`src/include/gain_port_pkg.sv`:
```
// constants and types for the gain control serial/parallel port
package gain_port_pkg;

	// serial word layout
	localparam int WORD_BITS     = 8;
	localparam int ATTEN_BITS    = 5;
	localparam int ATTEN_LSB     = 0;
	localparam int LOW_POWER_BIT = 5;
	localparam int SYNC_BITS     = 10;

	// reset values: zero attenuation, full power
	localparam logic [7:0] WORD_RESET  = 8'h00;
	localparam logic [4:0] ATTEN_RESET = 5'h00;

	// attenuation step and span, in tenths of a dB
	localparam int ATTEN_STEP_TENTH_DB = 5;
	localparam int ATTEN_SPAN_TENTH_DB = 155;

	// power-on reset time and its cycle count at the system clock
	localparam int SYS_CLK_PERIOD_PS = 4000;
	localparam int POR_TIME_US       = 100;
	localparam int POR_CYCLES        =
		(POR_TIME_US * 1000000 + SYS_CLK_PERIOD_PS - 1) / SYS_CLK_PERIOD_PS;
	localparam int POR_CNT_BITS      = 15;

	// stored serial word
	typedef struct packed {
		logic [1:0] spare;
		logic       low_power;
		logic [4:0] atten;
	} serial_word_t;

	// pins after synchronisation
	typedef struct packed {
		logic       cs_bar;
		logic       sclk;
		logic       sdi;
		logic       par_sel;
		logic [4:0] par_data;
		logic       rp;
	} pin_bundle_t;

endpackage : gain_port_pkg

```
`src/hdl/pin_sync.sv`:
```
// two-flop synchroniser for a bundle of pin inputs
`timescale 1ns/1ps
module pin_sync #(
	parameter int WIDTH = 10
) (
	// clock and reset
	input  wire logic             sys_clk,
	input  wire logic             reset,
	// pins and synchronised copy
	input  wire logic [WIDTH-1:0] pin_in,
	output logic      [WIDTH-1:0] pin_sync_out
);

	logic [WIDTH-1:0] meta_r;

	// one pair of flops per bit
	genvar i;
	generate
		for (i = 0; i < WIDTH; i++) begin : g_bit
			always_ff @(posedge sys_clk) begin
				if (reset) begin
					meta_r[i]       <= 1'b0;
					pin_sync_out[i] <= 1'b0;
				end else begin
					meta_r[i]       <= pin_in[i];
					pin_sync_out[i] <= meta_r[i];
				end
			end
		end
	endgenerate

endmodule : pin_sync

```
`src/hdl/gain_control_port.sv`:
```
// gain and power-mode control port: serial shift path and parallel latch
`timescale 1ns/1ps
module gain_control_port
	import gain_port_pkg::*;
#(
	parameter int POR_WAIT = gain_port_pkg::POR_CYCLES
) (
	// clock and reset
	input  wire logic       sys_clk,
	input  wire logic       reset,
	// serial pins
	input  wire logic       chip_select_bar,
	input  wire logic       serial_clk,
	input  wire logic       serial_in,
	output logic            serial_out,
	output logic            serial_out_oe,
	// parallel and power pins
	input  wire logic       parallel_select,
	input  wire logic [4:0] parallel_data,
	input  wire logic       reduced_power_pin,
	// to the analog side
	output logic [4:0]      if_step_attenuator,
	output logic            low_power_mode,
	output logic            por_done
);
	import gain_port_pkg::*;

	////////////////////////////////////////////////////////////////////////
	// pin synchronisation and edge detection

	pin_bundle_t  pins_raw;
	pin_bundle_t  pins_s;
	logic         cs_d_r;
	logic         sclk_d_r;
	logic         cs_rise;
	logic         cs_fall;
	logic         sclk_rise;
	logic         sclk_fall;
	logic         cs_active;

	assign pins_raw = '{cs_bar: chip_select_bar, sclk: serial_clk, sdi: serial_in,
		par_sel: parallel_select, par_data: parallel_data, rp: reduced_power_pin};

	pin_sync #(
		.WIDTH(SYNC_BITS)
	) u_pin_sync (
		.sys_clk      (sys_clk),
		.reset        (reset),
		.pin_in       (pins_raw),
		.pin_sync_out (pins_s)
	);

	// edge history, chip-select idle high after reset
	always_ff @(posedge sys_clk) begin
		if (reset) begin
			cs_d_r   <= 1'b1;
			sclk_d_r <= 1'b0;
		end else begin
			cs_d_r   <= pins_s.cs_bar;
			sclk_d_r <= pins_s.sclk;
		end
	end

	assign cs_active = !pins_s.cs_bar && !cs_d_r && por_done;
	assign cs_rise   = pins_s.cs_bar && !cs_d_r && por_done;
	assign cs_fall   = !pins_s.cs_bar && cs_d_r && por_done;
	assign sclk_rise = cs_active && pins_s.sclk && !sclk_d_r;
	assign sclk_fall = cs_active && !pins_s.sclk && sclk_d_r;

	////////////////////////////////////////////////////////////////////////
	// power-on reset timer

	logic [POR_CNT_BITS-1:0] por_cnt_r;

	always_ff @(posedge sys_clk) begin
		if (reset) begin
			por_cnt_r <= '0;
			por_done  <= 1'b0;
		end else if (!por_done) begin
			por_cnt_r <= por_cnt_r + 1'b1;
			por_done  <= (por_cnt_r == POR_CNT_BITS'(POR_WAIT - 1));
		end
	end

	////////////////////////////////////////////////////////////////////////
	// serial shift register and holding latch

	logic [7:0]   shift_r;
	serial_word_t hold_r;
	logic         so_r;

	always_ff @(posedge sys_clk) begin
		if (reset) begin
			shift_r <= WORD_RESET;
		end else if (cs_fall) begin
			shift_r <= hold_r;
		end else if (sclk_rise) begin
			shift_r <= {shift_r[6:0], pins_s.sdi};
		end
	end

	always_ff @(posedge sys_clk) begin
		if (reset) begin
			hold_r <= WORD_RESET;
		end else if (cs_rise && !pins_s.par_sel) begin
			hold_r <= shift_r;
		end
	end

	always_ff @(posedge sys_clk) begin
		if (reset) begin
			so_r <= 1'b0;
		end else if (cs_fall) begin
			so_r <= hold_r[WORD_BITS-1];
		end else if (sclk_fall) begin
			so_r <= shift_r[WORD_BITS-1];
		end
	end

	assign serial_out    = so_r;
	assign serial_out_oe = cs_active;

	////////////////////////////////////////////////////////////////////////
	// parallel latch and output selection

	logic [4:0] par_r;

	always_ff @(posedge sys_clk) begin
		if (reset) begin
			par_r <= ATTEN_RESET;
		end else if (cs_rise && pins_s.par_sel) begin
			par_r <= pins_s.par_data;
		end
	end

	always_ff @(posedge sys_clk) begin
		if (reset) begin
			if_step_attenuator <= ATTEN_RESET;
			low_power_mode     <= 1'b0;
		end else begin
			if_step_attenuator <= pins_s.par_sel ? par_r : hold_r.atten;
			low_power_mode     <= hold_r.low_power || pins_s.rp;
		end
	end
endmodule : gain_control_port

```
`config.mk`:
```
export PLATFORM = sky130hd
export DESIGN_NAME = gain_control_port
export DESIGN_NICKNAME = d
export VERILOG_FILES = /design/src/include/gain_port_pkg.sv /design/src/hdl/pin_sync.sv /design/src/hdl/gain_control_port.sv
export SDC_FILE = /design/constraint.sdc
export NUM_CORES = 1
export LEC_CHECK = 0
export ABC_AREA = 1
export BUFFER_PORTS_ARGS = -buffer_cell sky130_fd_sc_hd__buf_2
export CORE_ASPECT_RATIO = 1.5
export CORE_MARGIN = 2
export CORE_UTILIZATION = 52
export CTS_CLUSTER_DIAMETER = 40
export DETAILED_ROUTE_END_ITERATION = 10
export GPL_TIMING_DRIVEN = 0
export PLACE_DENSITY = 0.74
export SLEW_MARGIN = 20
export SYNTH_ARGS = -nofsm -noshare
export SYNTH_HDL_FRONTEND = slang
export SYNTH_SLANG_ARGS = --single-unit
```
`constraint.sdc`:
```
create_clock -name sys_clk -period 1.35 [get_ports sys_clk]
set_clock_uncertainty 0.2 [all_clocks]
set_input_delay 0.27 -clock sys_clk [delete_from_list [all_inputs] [get_ports sys_clk]]
set_output_delay 0.27 -clock sys_clk [all_outputs]
set_load 0.02 [all_outputs]
```
==> results of run 1 <==
-- cells in the final DEF, fill, tap and decap left out, types with 3 or more instances in the layout --
cell           instances
nor2_1                60
dlygate4sd3_1         10
nand3_1                5
clkbuf_8               9
nand4_1                5
inv_1                 47
dfxtp_1               56
o21ai_2                7
buf_6                 13
nand2_2                3
o21ai_0               12
inv_2                  3
dfxtp_2                6
a21oi_1               27
nor2_4                10
dfxtp_4                4
buf_4                 17
clkbuf_2               5
o21ai_1               15
buf_2                 18
a21oi_2                5
inv_4                  3
nand2_1               35
-- metal layers --
layer	GRT usage	routed length [um]	up-vias
met2	0.3685	3362	76
met1	0.2334	2407	1109
met3	0.06512	289	28
li1	-	-	1173
met5	0	0	-
met4	0.1621	329	0
-- what timing repair did --
action | 4_1_cts | 5_1_grt
setup endpoints to repair | 34 | 47
pin swaps | 16 | 17
hold endpoints to repair | 10 | 0
gates resized for setup | 53 | 50
hold buffers | 10 | 0
buffers inserted | 16 | 5
cloned | 3 | 0
-- cell type report --
| cell class | count | area (sq um) | area share |
|---|---|---|---|
| Timing Repair Buffer | 54 | 425.4 | 0.1216 |
| Clock inverter | 7 | 92.59 | 0.02646 |
| Clock buffer | 9 | 123.9 | 0.03540 |
| Multi-Input combinational cell | 203 | 1160 | 0.3314 |
| Tap cell | 66 | 82.58 | 0.02360 |
| Inverter | 52 | 200.2 | 0.05720 |
| Buffer | 11 | 71.32 | 0.02038 |
| Sequential cell | 66 | 1344 | 0.3840 |
-- stage by stage --
stage / util / setup TNS (ns) / hold WS, ns
final: 0.7396 / -2.006 / 0.2002
after global routing: 0.7396 / -4.497 / 0.2090
after CTS: 0.7004 / -0.6249 / 0.1965
after detailed placement: 0.5751 / -11.06 / 0.1934
after global placement: 0.5751 / -10.21 / 0.1916
after floorplan: - / -0.04272 / 0.1770
-- worst max-delay path, stage by stage (launching register included) --
cell and delay [ns]:
dfxtp_4 0.40, nand2_8 0.07, nor2_4 0.09, buf_6 0.12
-- worst max path at each step --
stage / depth (start not counted) / slack [ns] / start / end
global placement: 4 / -0.29 / reset / shift_r[6]$_SDFFE_PP0P_
finish: 3 / -0.14 / por_done$_SDFF_PP0_ / serial_out_oe
detailed placement: 4 / -0.30 / reset / u_pin_sync.meta_r[9]$_SDFF_PP0_
floorplan: 6 / -0.02 / por_cnt_r[0]$_SDFFE_PP0N_ / por_cnt_r[8]$_SDFFE_PP0N_
CTS: 4 / -0.16 / u_pin_sync.pin_sync_out[9]$_SDFF_PP0_ / serial_out_oe
global route: 7 / -0.19 / por_done$_SDFF_PP0_ / hold_r[6]$_SDFFE_PP0P_
-- cell families after synthesis --
family / count (synthesis)
AO/OA/AOI/OAI: 67
XOR/XNOR: 2
adder cells (fa/ha/maj): 2
buffers and inverters: 63
flip-flops: 66
AND/OR/NAND/NOR: 132
-- power by group through the flow --
stage	combinational (mW)	sequential (mW)	clock, mW
global route	0.237	2.02	1.91
detailed placement	0.135	2.05	0
global placement	0.131	2.05	0
CTS	0.184	2.01	1.82
floorplan	0.0828	2.06	0
finish	0.219	2.02	1.80
-- state kept, by name (all words and copies together) (netlist names), 5 cells and up --
name / cells
par_r: 5
por_cnt_r: 15
u_pin_sync.pin_sync_out: 10
u_pin_sync.meta_r: 10
hold_r: 8
if_step_attenuator: 5
shift_r: 8
==> summary.txt, run 1 <==
Run status
  – Outcome: complete, but fails checks
  – Failing checks: negative setup slack

Timing
  – Final Hold Fails: 0
  – Crit path time final: 1.491 ns
  – FMAX: 670.6 MHz
  – Fin crit share: 1.105
  – RSZ-0062 raised after global routing: true
  – Max-slew headroom: 0.6071
  – Setup-failing EPs final: 33
  – Worst slew pin tran: 0.5894 ns
  – Count of pins over their slew limit: 0
  – Worst Slack Setup Final: -0.1413 ns

CTS
  – Total CTS buffers: 9
  – Root Driver: clkbuf_8
  – CTS H-tree depth: 3
  – Clk_lat worst skew: 0.34 ns
  – Clock slew at reported path FFs: roughly 0.070 ns
  – CTS tree: yes
  – Clock Tree Buf Depth: 2
  – Clock sinks: 66

Power
  – Sw Pwr: between 0.9 and 1 mW
  – Maximum vdd drop: roughly 0.85 mV
  – Sw Share: 0.2259
  – Clk network pwr share: 0.446
  – Power consumption: between 4 and 5 mW
  – Gate power share: 0.054
  – Pint: between 3 and 4 mW
  – Leak pwr: 1.449 nW
  – Reg power frac: 0.500
  – Power Density: approximately 1200 mW/mm^2

Place
  – Setup slack at placement: -0.2970 ns
  – PortBufs: 20
  – Placed cell count: between 400 and 500
  – RePlAce Congestion: about 0.85
  – Placed instance area: around 0.0027 sq mm
  – HPWL Detailed: around 3300 um

Logic synthesis
  – Largest area contributor in the netlist: dfxtp_1
  – Yosys Warn Count: 0
  – Adder-cell share of the synthesized area: 0.009955
  – Syn Area/Cell: about 7.6 sq um
  – Synthesized flop and latch total: 66
  – Top cells by count, synth: 66 x dfxtp_1, 66 x nor2_1, 51 x inv_1
  – Post-synthesis sequential area ratio: 0.5256
  – Asr flop ratio synth: 0
  – EDFF count, synth: 0
  – Leading post-synthesis cells by cell area: dfxtp_1 53%, nor2_1 9.9%, inv_1 7.6%
  – Largest family of logic cells by synthesized area: simple AND/OR/NAND/NOR gates
  – Syn_nets: between 300 and 400
  – Post-synthesis mux area share: 0
  – Prevailing post-synth register cell: dfxtp_1
  – Post-synthesis compound-gate area fraction: 0.1334
  – Synth Instances: between 300 and 400
  – XOR/XNOR Fraction of Synth Area: 0.006969
  – Simple-Gate Fraction of Synth Area: 0.2235
  – Cell Area, Synth: 0.002514 sq mm
  – Synth cell types: 23
  – Synth top area share: 0.5256

Critical path
  – CP required: 0.88 ns
  – Reg-to-reg setup timing slack: -0.11 ns
  – CP Launch Type: flop
  – CP arrival: between 1 and 1.5 ns
  – Crit-path max FO: 4
  – Worst r2r path cells: 7
  – Worst r2r dst: shift_r[1]$_SDFFE_PP0P_
  – RR Startpoint: por_done$_SDFF_PP0_
  – CP Capture Type: output pin
  – CP Class: flop to output pin

Floorplan
  – Total core area: roughly 0.0047 sq mm
  – Starting Density: 0.5312
  – IO Count: 21
  – Chip height: 89.15 um
  – Core Rows: 31
  – Area of the die: ~0.0054 sq mm
  – Die X: ~61 um

Finish
  – Antenna diodes: 0
  – Area added between synthesis and finish: 39.22%
  – Share of post-route cells with drive strength above 1: 0.3085
  – Post-Layout Cell Count: ~470
  – # fillers: 334
  – Nets: around 410
  – Fin area: between 0.003 and 0.004 sq mm

Detailed routing
  – Via count: approximately 2400
  – Routed length per instance: roughly 14 um
  – Residual DRC: 0
  – Via/cell ratio: ~5.1
  – DRT Pass-1 Iters: 4
  – WL final: 6388 um
  – DR iter-0 viols: ~160
  – Antenna Nets Post-Route: 0

Global route
  – Largest net degree at the start of global routing: 13
  – GRT overflow: 0
  – Total GRT Usage: 0.2225
  – Initial antenna violation count: 0
  – First-pass GRT wire length: between 8000 and 9000 um
  – Vias in the first global route: ~2100

Worst hold path
  – Hold depth: 2
  – Hold Crit Class: flop to flop
  – Hold endpoint: u_pin_sync.pin_sync_out[1]$_SDFF_PP0_
  – Worst hold path startpoint: u_pin_sync.meta_r[1]$_SDFF_PP0_

Run
  – Max-cap viol count: 0
Note: power is estimated with default switching activity, not from simulation.
==> run 2, diff against run 1 <==
Settings changed: CORE_UTILIZATION 52 to 35, CTS_CLUSTER_SIZE from default to 24, PLACE_DENSITY 0.74 to default.
Clock period 1.35 ns to 1.8 ns, I/O delays scaled along.
==> run 2 against run 1 <==
The flow now finishes without violations; die area rose by 46%; core utilization down 31 points; worst setup slack gained 0.22 ns; clock power is 33% lower; hold slack got worse by 0.18 ns; cell area fell by 16%; cell count shrank 4.3%; global-route usage is 7.7 points lower; critical path depth increased by 1.
==> summary.txt, run 2 (same netlist as run 1, synthesis figures left out) <==
Run status
  – Outcome: complete, no violations

Floorplan
  – Total core area: 0.006898 sq mm (+46%)
  – Starting Density: 0.3644 (-0.1668)
  – Core Rows: 37 (+19%)
  – Area of the die: 0.007890 sq mm (+46%)
  – IO Count: 21 (unchanged)
  – Chip height: 107.8 um (+21%)
  – Die X: 73.20 um (+20%)

Detailed routing
  – WL final: 4909 um (-23%)
  – Antenna Nets Post-Route: 0 (unchanged)
  – Top Metal Used: met4
  – Via/cell ratio: 4.538 (-11%)
  – DRT Pass-1 Iters: 4 (unchanged)
  – Via count: 2033 (-15%)
  – Met2 wire len: 2521 um (-25%)
  – Routed length per instance: 10.96 um (-20%)
  – Met3 Wirelength: 155 um (-46%)
  – Residual DRC: 0 (unchanged)
  – Metal-1 WL: 2105 um (-13%)
  – DR iter-0 viols: 97 (-39%)

Run
  – Max-cap viol count: 0 (unchanged)

Finish
  – # fillers: 724 (+120%)
  – Commonest cells after routing, fill and taps aside: 66 x nor2_1, 65 x dfxtp_1, 51 x inv_1
  – Nets: 379 (-7.8%)
  – Area added between synthesis and finish: 16.82%
  – Share of post-route cells with drive strength above 1: 0.1324 (-0.1760)
  – Antenna diodes: 0 (unchanged)
  – Post-Layout Cell Count: 448 (-4.3%)
  – Max reg flops: 15 (unchanged)
  – Top reg by flops: por_cnt_r
  – Largest registers: por_cnt_r: 15 flops, u_pin_sync.meta_r: 10 flops, u_pin_sync.pin_sync_out: 10 flops
  – Commonest non-fill, non-tap cell in the layout: nor2_1

Worst hold path
  – Hold Crit Class: primary input to flop
  – Worst hold path startpoint: chip_select_bar

Timing
  – FMAX: 581.0 MHz
  – Count of pins over their slew limit: 0 (unchanged)
  – Final Hold Fails: 0 (unchanged)
  – Setup TNS: 0 ns (+2.006 ns)
  – Crit path time final: 1.721 ns
  – Fin crit share: 0.9562
  – Worst Slack Setup Final: 0.07893 ns (+0.2202 ns)
  – Setup-failing EPs final: 0 (-100%)
  – Max-slew headroom: 0.6524 (+0.04538)
  – Worst slew pin tran: 0.5213 ns (-0.06808 ns)

Power
  – Maximum vdd drop: 0.5748 mV (-32%)
  – Power Density: 958.2 mW/mm^2 (-17%)
  – Leak pwr: 1.226 nW (-15%)

Critical path
  – CP arrival: 1.16 ns (+0.14 ns)
  – RR Startpoint: por_done$_SDFF_PP0_
  – CP Class: flop to output pin
  – CP Launch Type: flop
  – Reg-to-reg setup timing slack: 0.22 ns (+0.33 ns)
  – Crit-path max FO: 6 (+2)
  – Worst Setup SP: u_pin_sync.pin_sync_out[9]$_SDFF_PP0_
  – CP required: 1.24 ns (+0.36 ns)
  – CP Capture Type: output pin

CTS
  – CTS tree: yes
  – CTS H-tree depth: 3 (unchanged)
  – Root Driver: clkbuf_8
  – Clk_lat worst skew: 0.34 ns (about the same)
  – Clock slew at reported path FFs: 0.07 ns (about the same)
  – Clock sinks: 66 (unchanged)
  – Clock Tree Buf Depth: 2 (unchanged)
  – Total CTS buffers: 9 (unchanged)

Place
  – Placed cell count: 430 (+2.9%)
  – Setup slack at placement: -0.06092 ns (+0.2360 ns)
  – RePlAce Congestion: 0.7784 (-8.5%)
  – HPWL Detailed: 3485 um (+5.2%)
  – PortBufs: 20 (unchanged)

Global route
  – First-pass GRT wire length: 8680 um (-1.5%)
  – Initial antenna violation count: 0 (unchanged)
  – Largest net degree at the start of global routing: 13 (unchanged)
  – Total GRT Usage: 0.1458 (-0.07677)
  – GRT overflow: 0 (unchanged)
  – Vias in the first global route: 1935 (-5.9%)
## run 2: cell types whose count changed in the layout (fill, tap and decap cells not counted), sizes merged
| cell | delta |
|---|---|
| buf | -22 |
| bufinv | -1 |
| clkbuf | -2 |
| clkinv | +2 |
| dlygate4sd3 | -8 |
| inv | -1 |
## run 2: cell type report
| cell class | instances | area, sq um | share of cell area |
|---|---|---|---|
| repair buffers | 22 | 120.1 | 0.04090 |
| multi-input cells | 203 | 949.7 | 0.3234 |
| well taps | 78 | 97.59 | 0.03323 |
| flip-flops and latches | 66 | 1323 | 0.4504 |
| clock buffers | 9 | 123.9 | 0.04218 |
| clock inverters | 7 | 70.07 | 0.02386 |
| inverters | 52 | 195.2 | 0.06647 |
| plain buffers | 11 | 57.56 | 0.01960 |
## run 2: per-layer routing
metal / vias up / global-route usage
met5: - / 0
met4: 0 / 0.08995
met3: 8 / 0.04026
met2: 25 / 0.2420
met1: 899 / 0.1604
li1: 1101 / -
## run 2: metrics by stage
stage	hold slack, ns	total power, mW	util	instance area [sq um]
after global routing	0.01178	2.944	0.4257	2937
after floorplan	0.1883	1.603	-	2514
after detailed placement	0.1931	1.641	0.3931	2711
final	0.01777	2.814	0.4257	2937
after global placement	0.1891	1.639	0.3931	2711
after CTS	0.0008831	2.856	0.4243	2927
## run 2: path summary, 6_finish.rpt
check,endpoint,cells past startpoint
max,serial_out_oe,4
min,u_pin_sync.meta_r[9]$_SDFF_PP0_,3
max reg2reg,hold_r[3]$_SDFFE_PP0P_,7
min reg2reg,u_pin_sync.pin_sync_out[8]$_SDFF_PP0_,2
## run 2: power breakdown
group          total, mW  switching [mW]  internal (mW)  leakage, nW
logic              0.101          0.0632         0.0379        0.589
clock network       1.21           0.570          0.636       0.0990
registers           1.51          0.0154           1.49        0.538
## run 2: repair_timing
action                                  in CTS  in global routing
gates resized for setup                      1                  2
endpoints found under the setup margin       1                  2
cloned                                       0                  0
setup buffers                                0                  0
hold buffers                                 2                  0
hold endpoints to repair                     2                  0
## run 2: worst max-delay path, cell delays in order (launching register included)
cell and delay (ns):
dfxtp_1 0.34, inv_1 0.12, nand2_4 0.09, nor2_1 0.10, buf_2 0.17
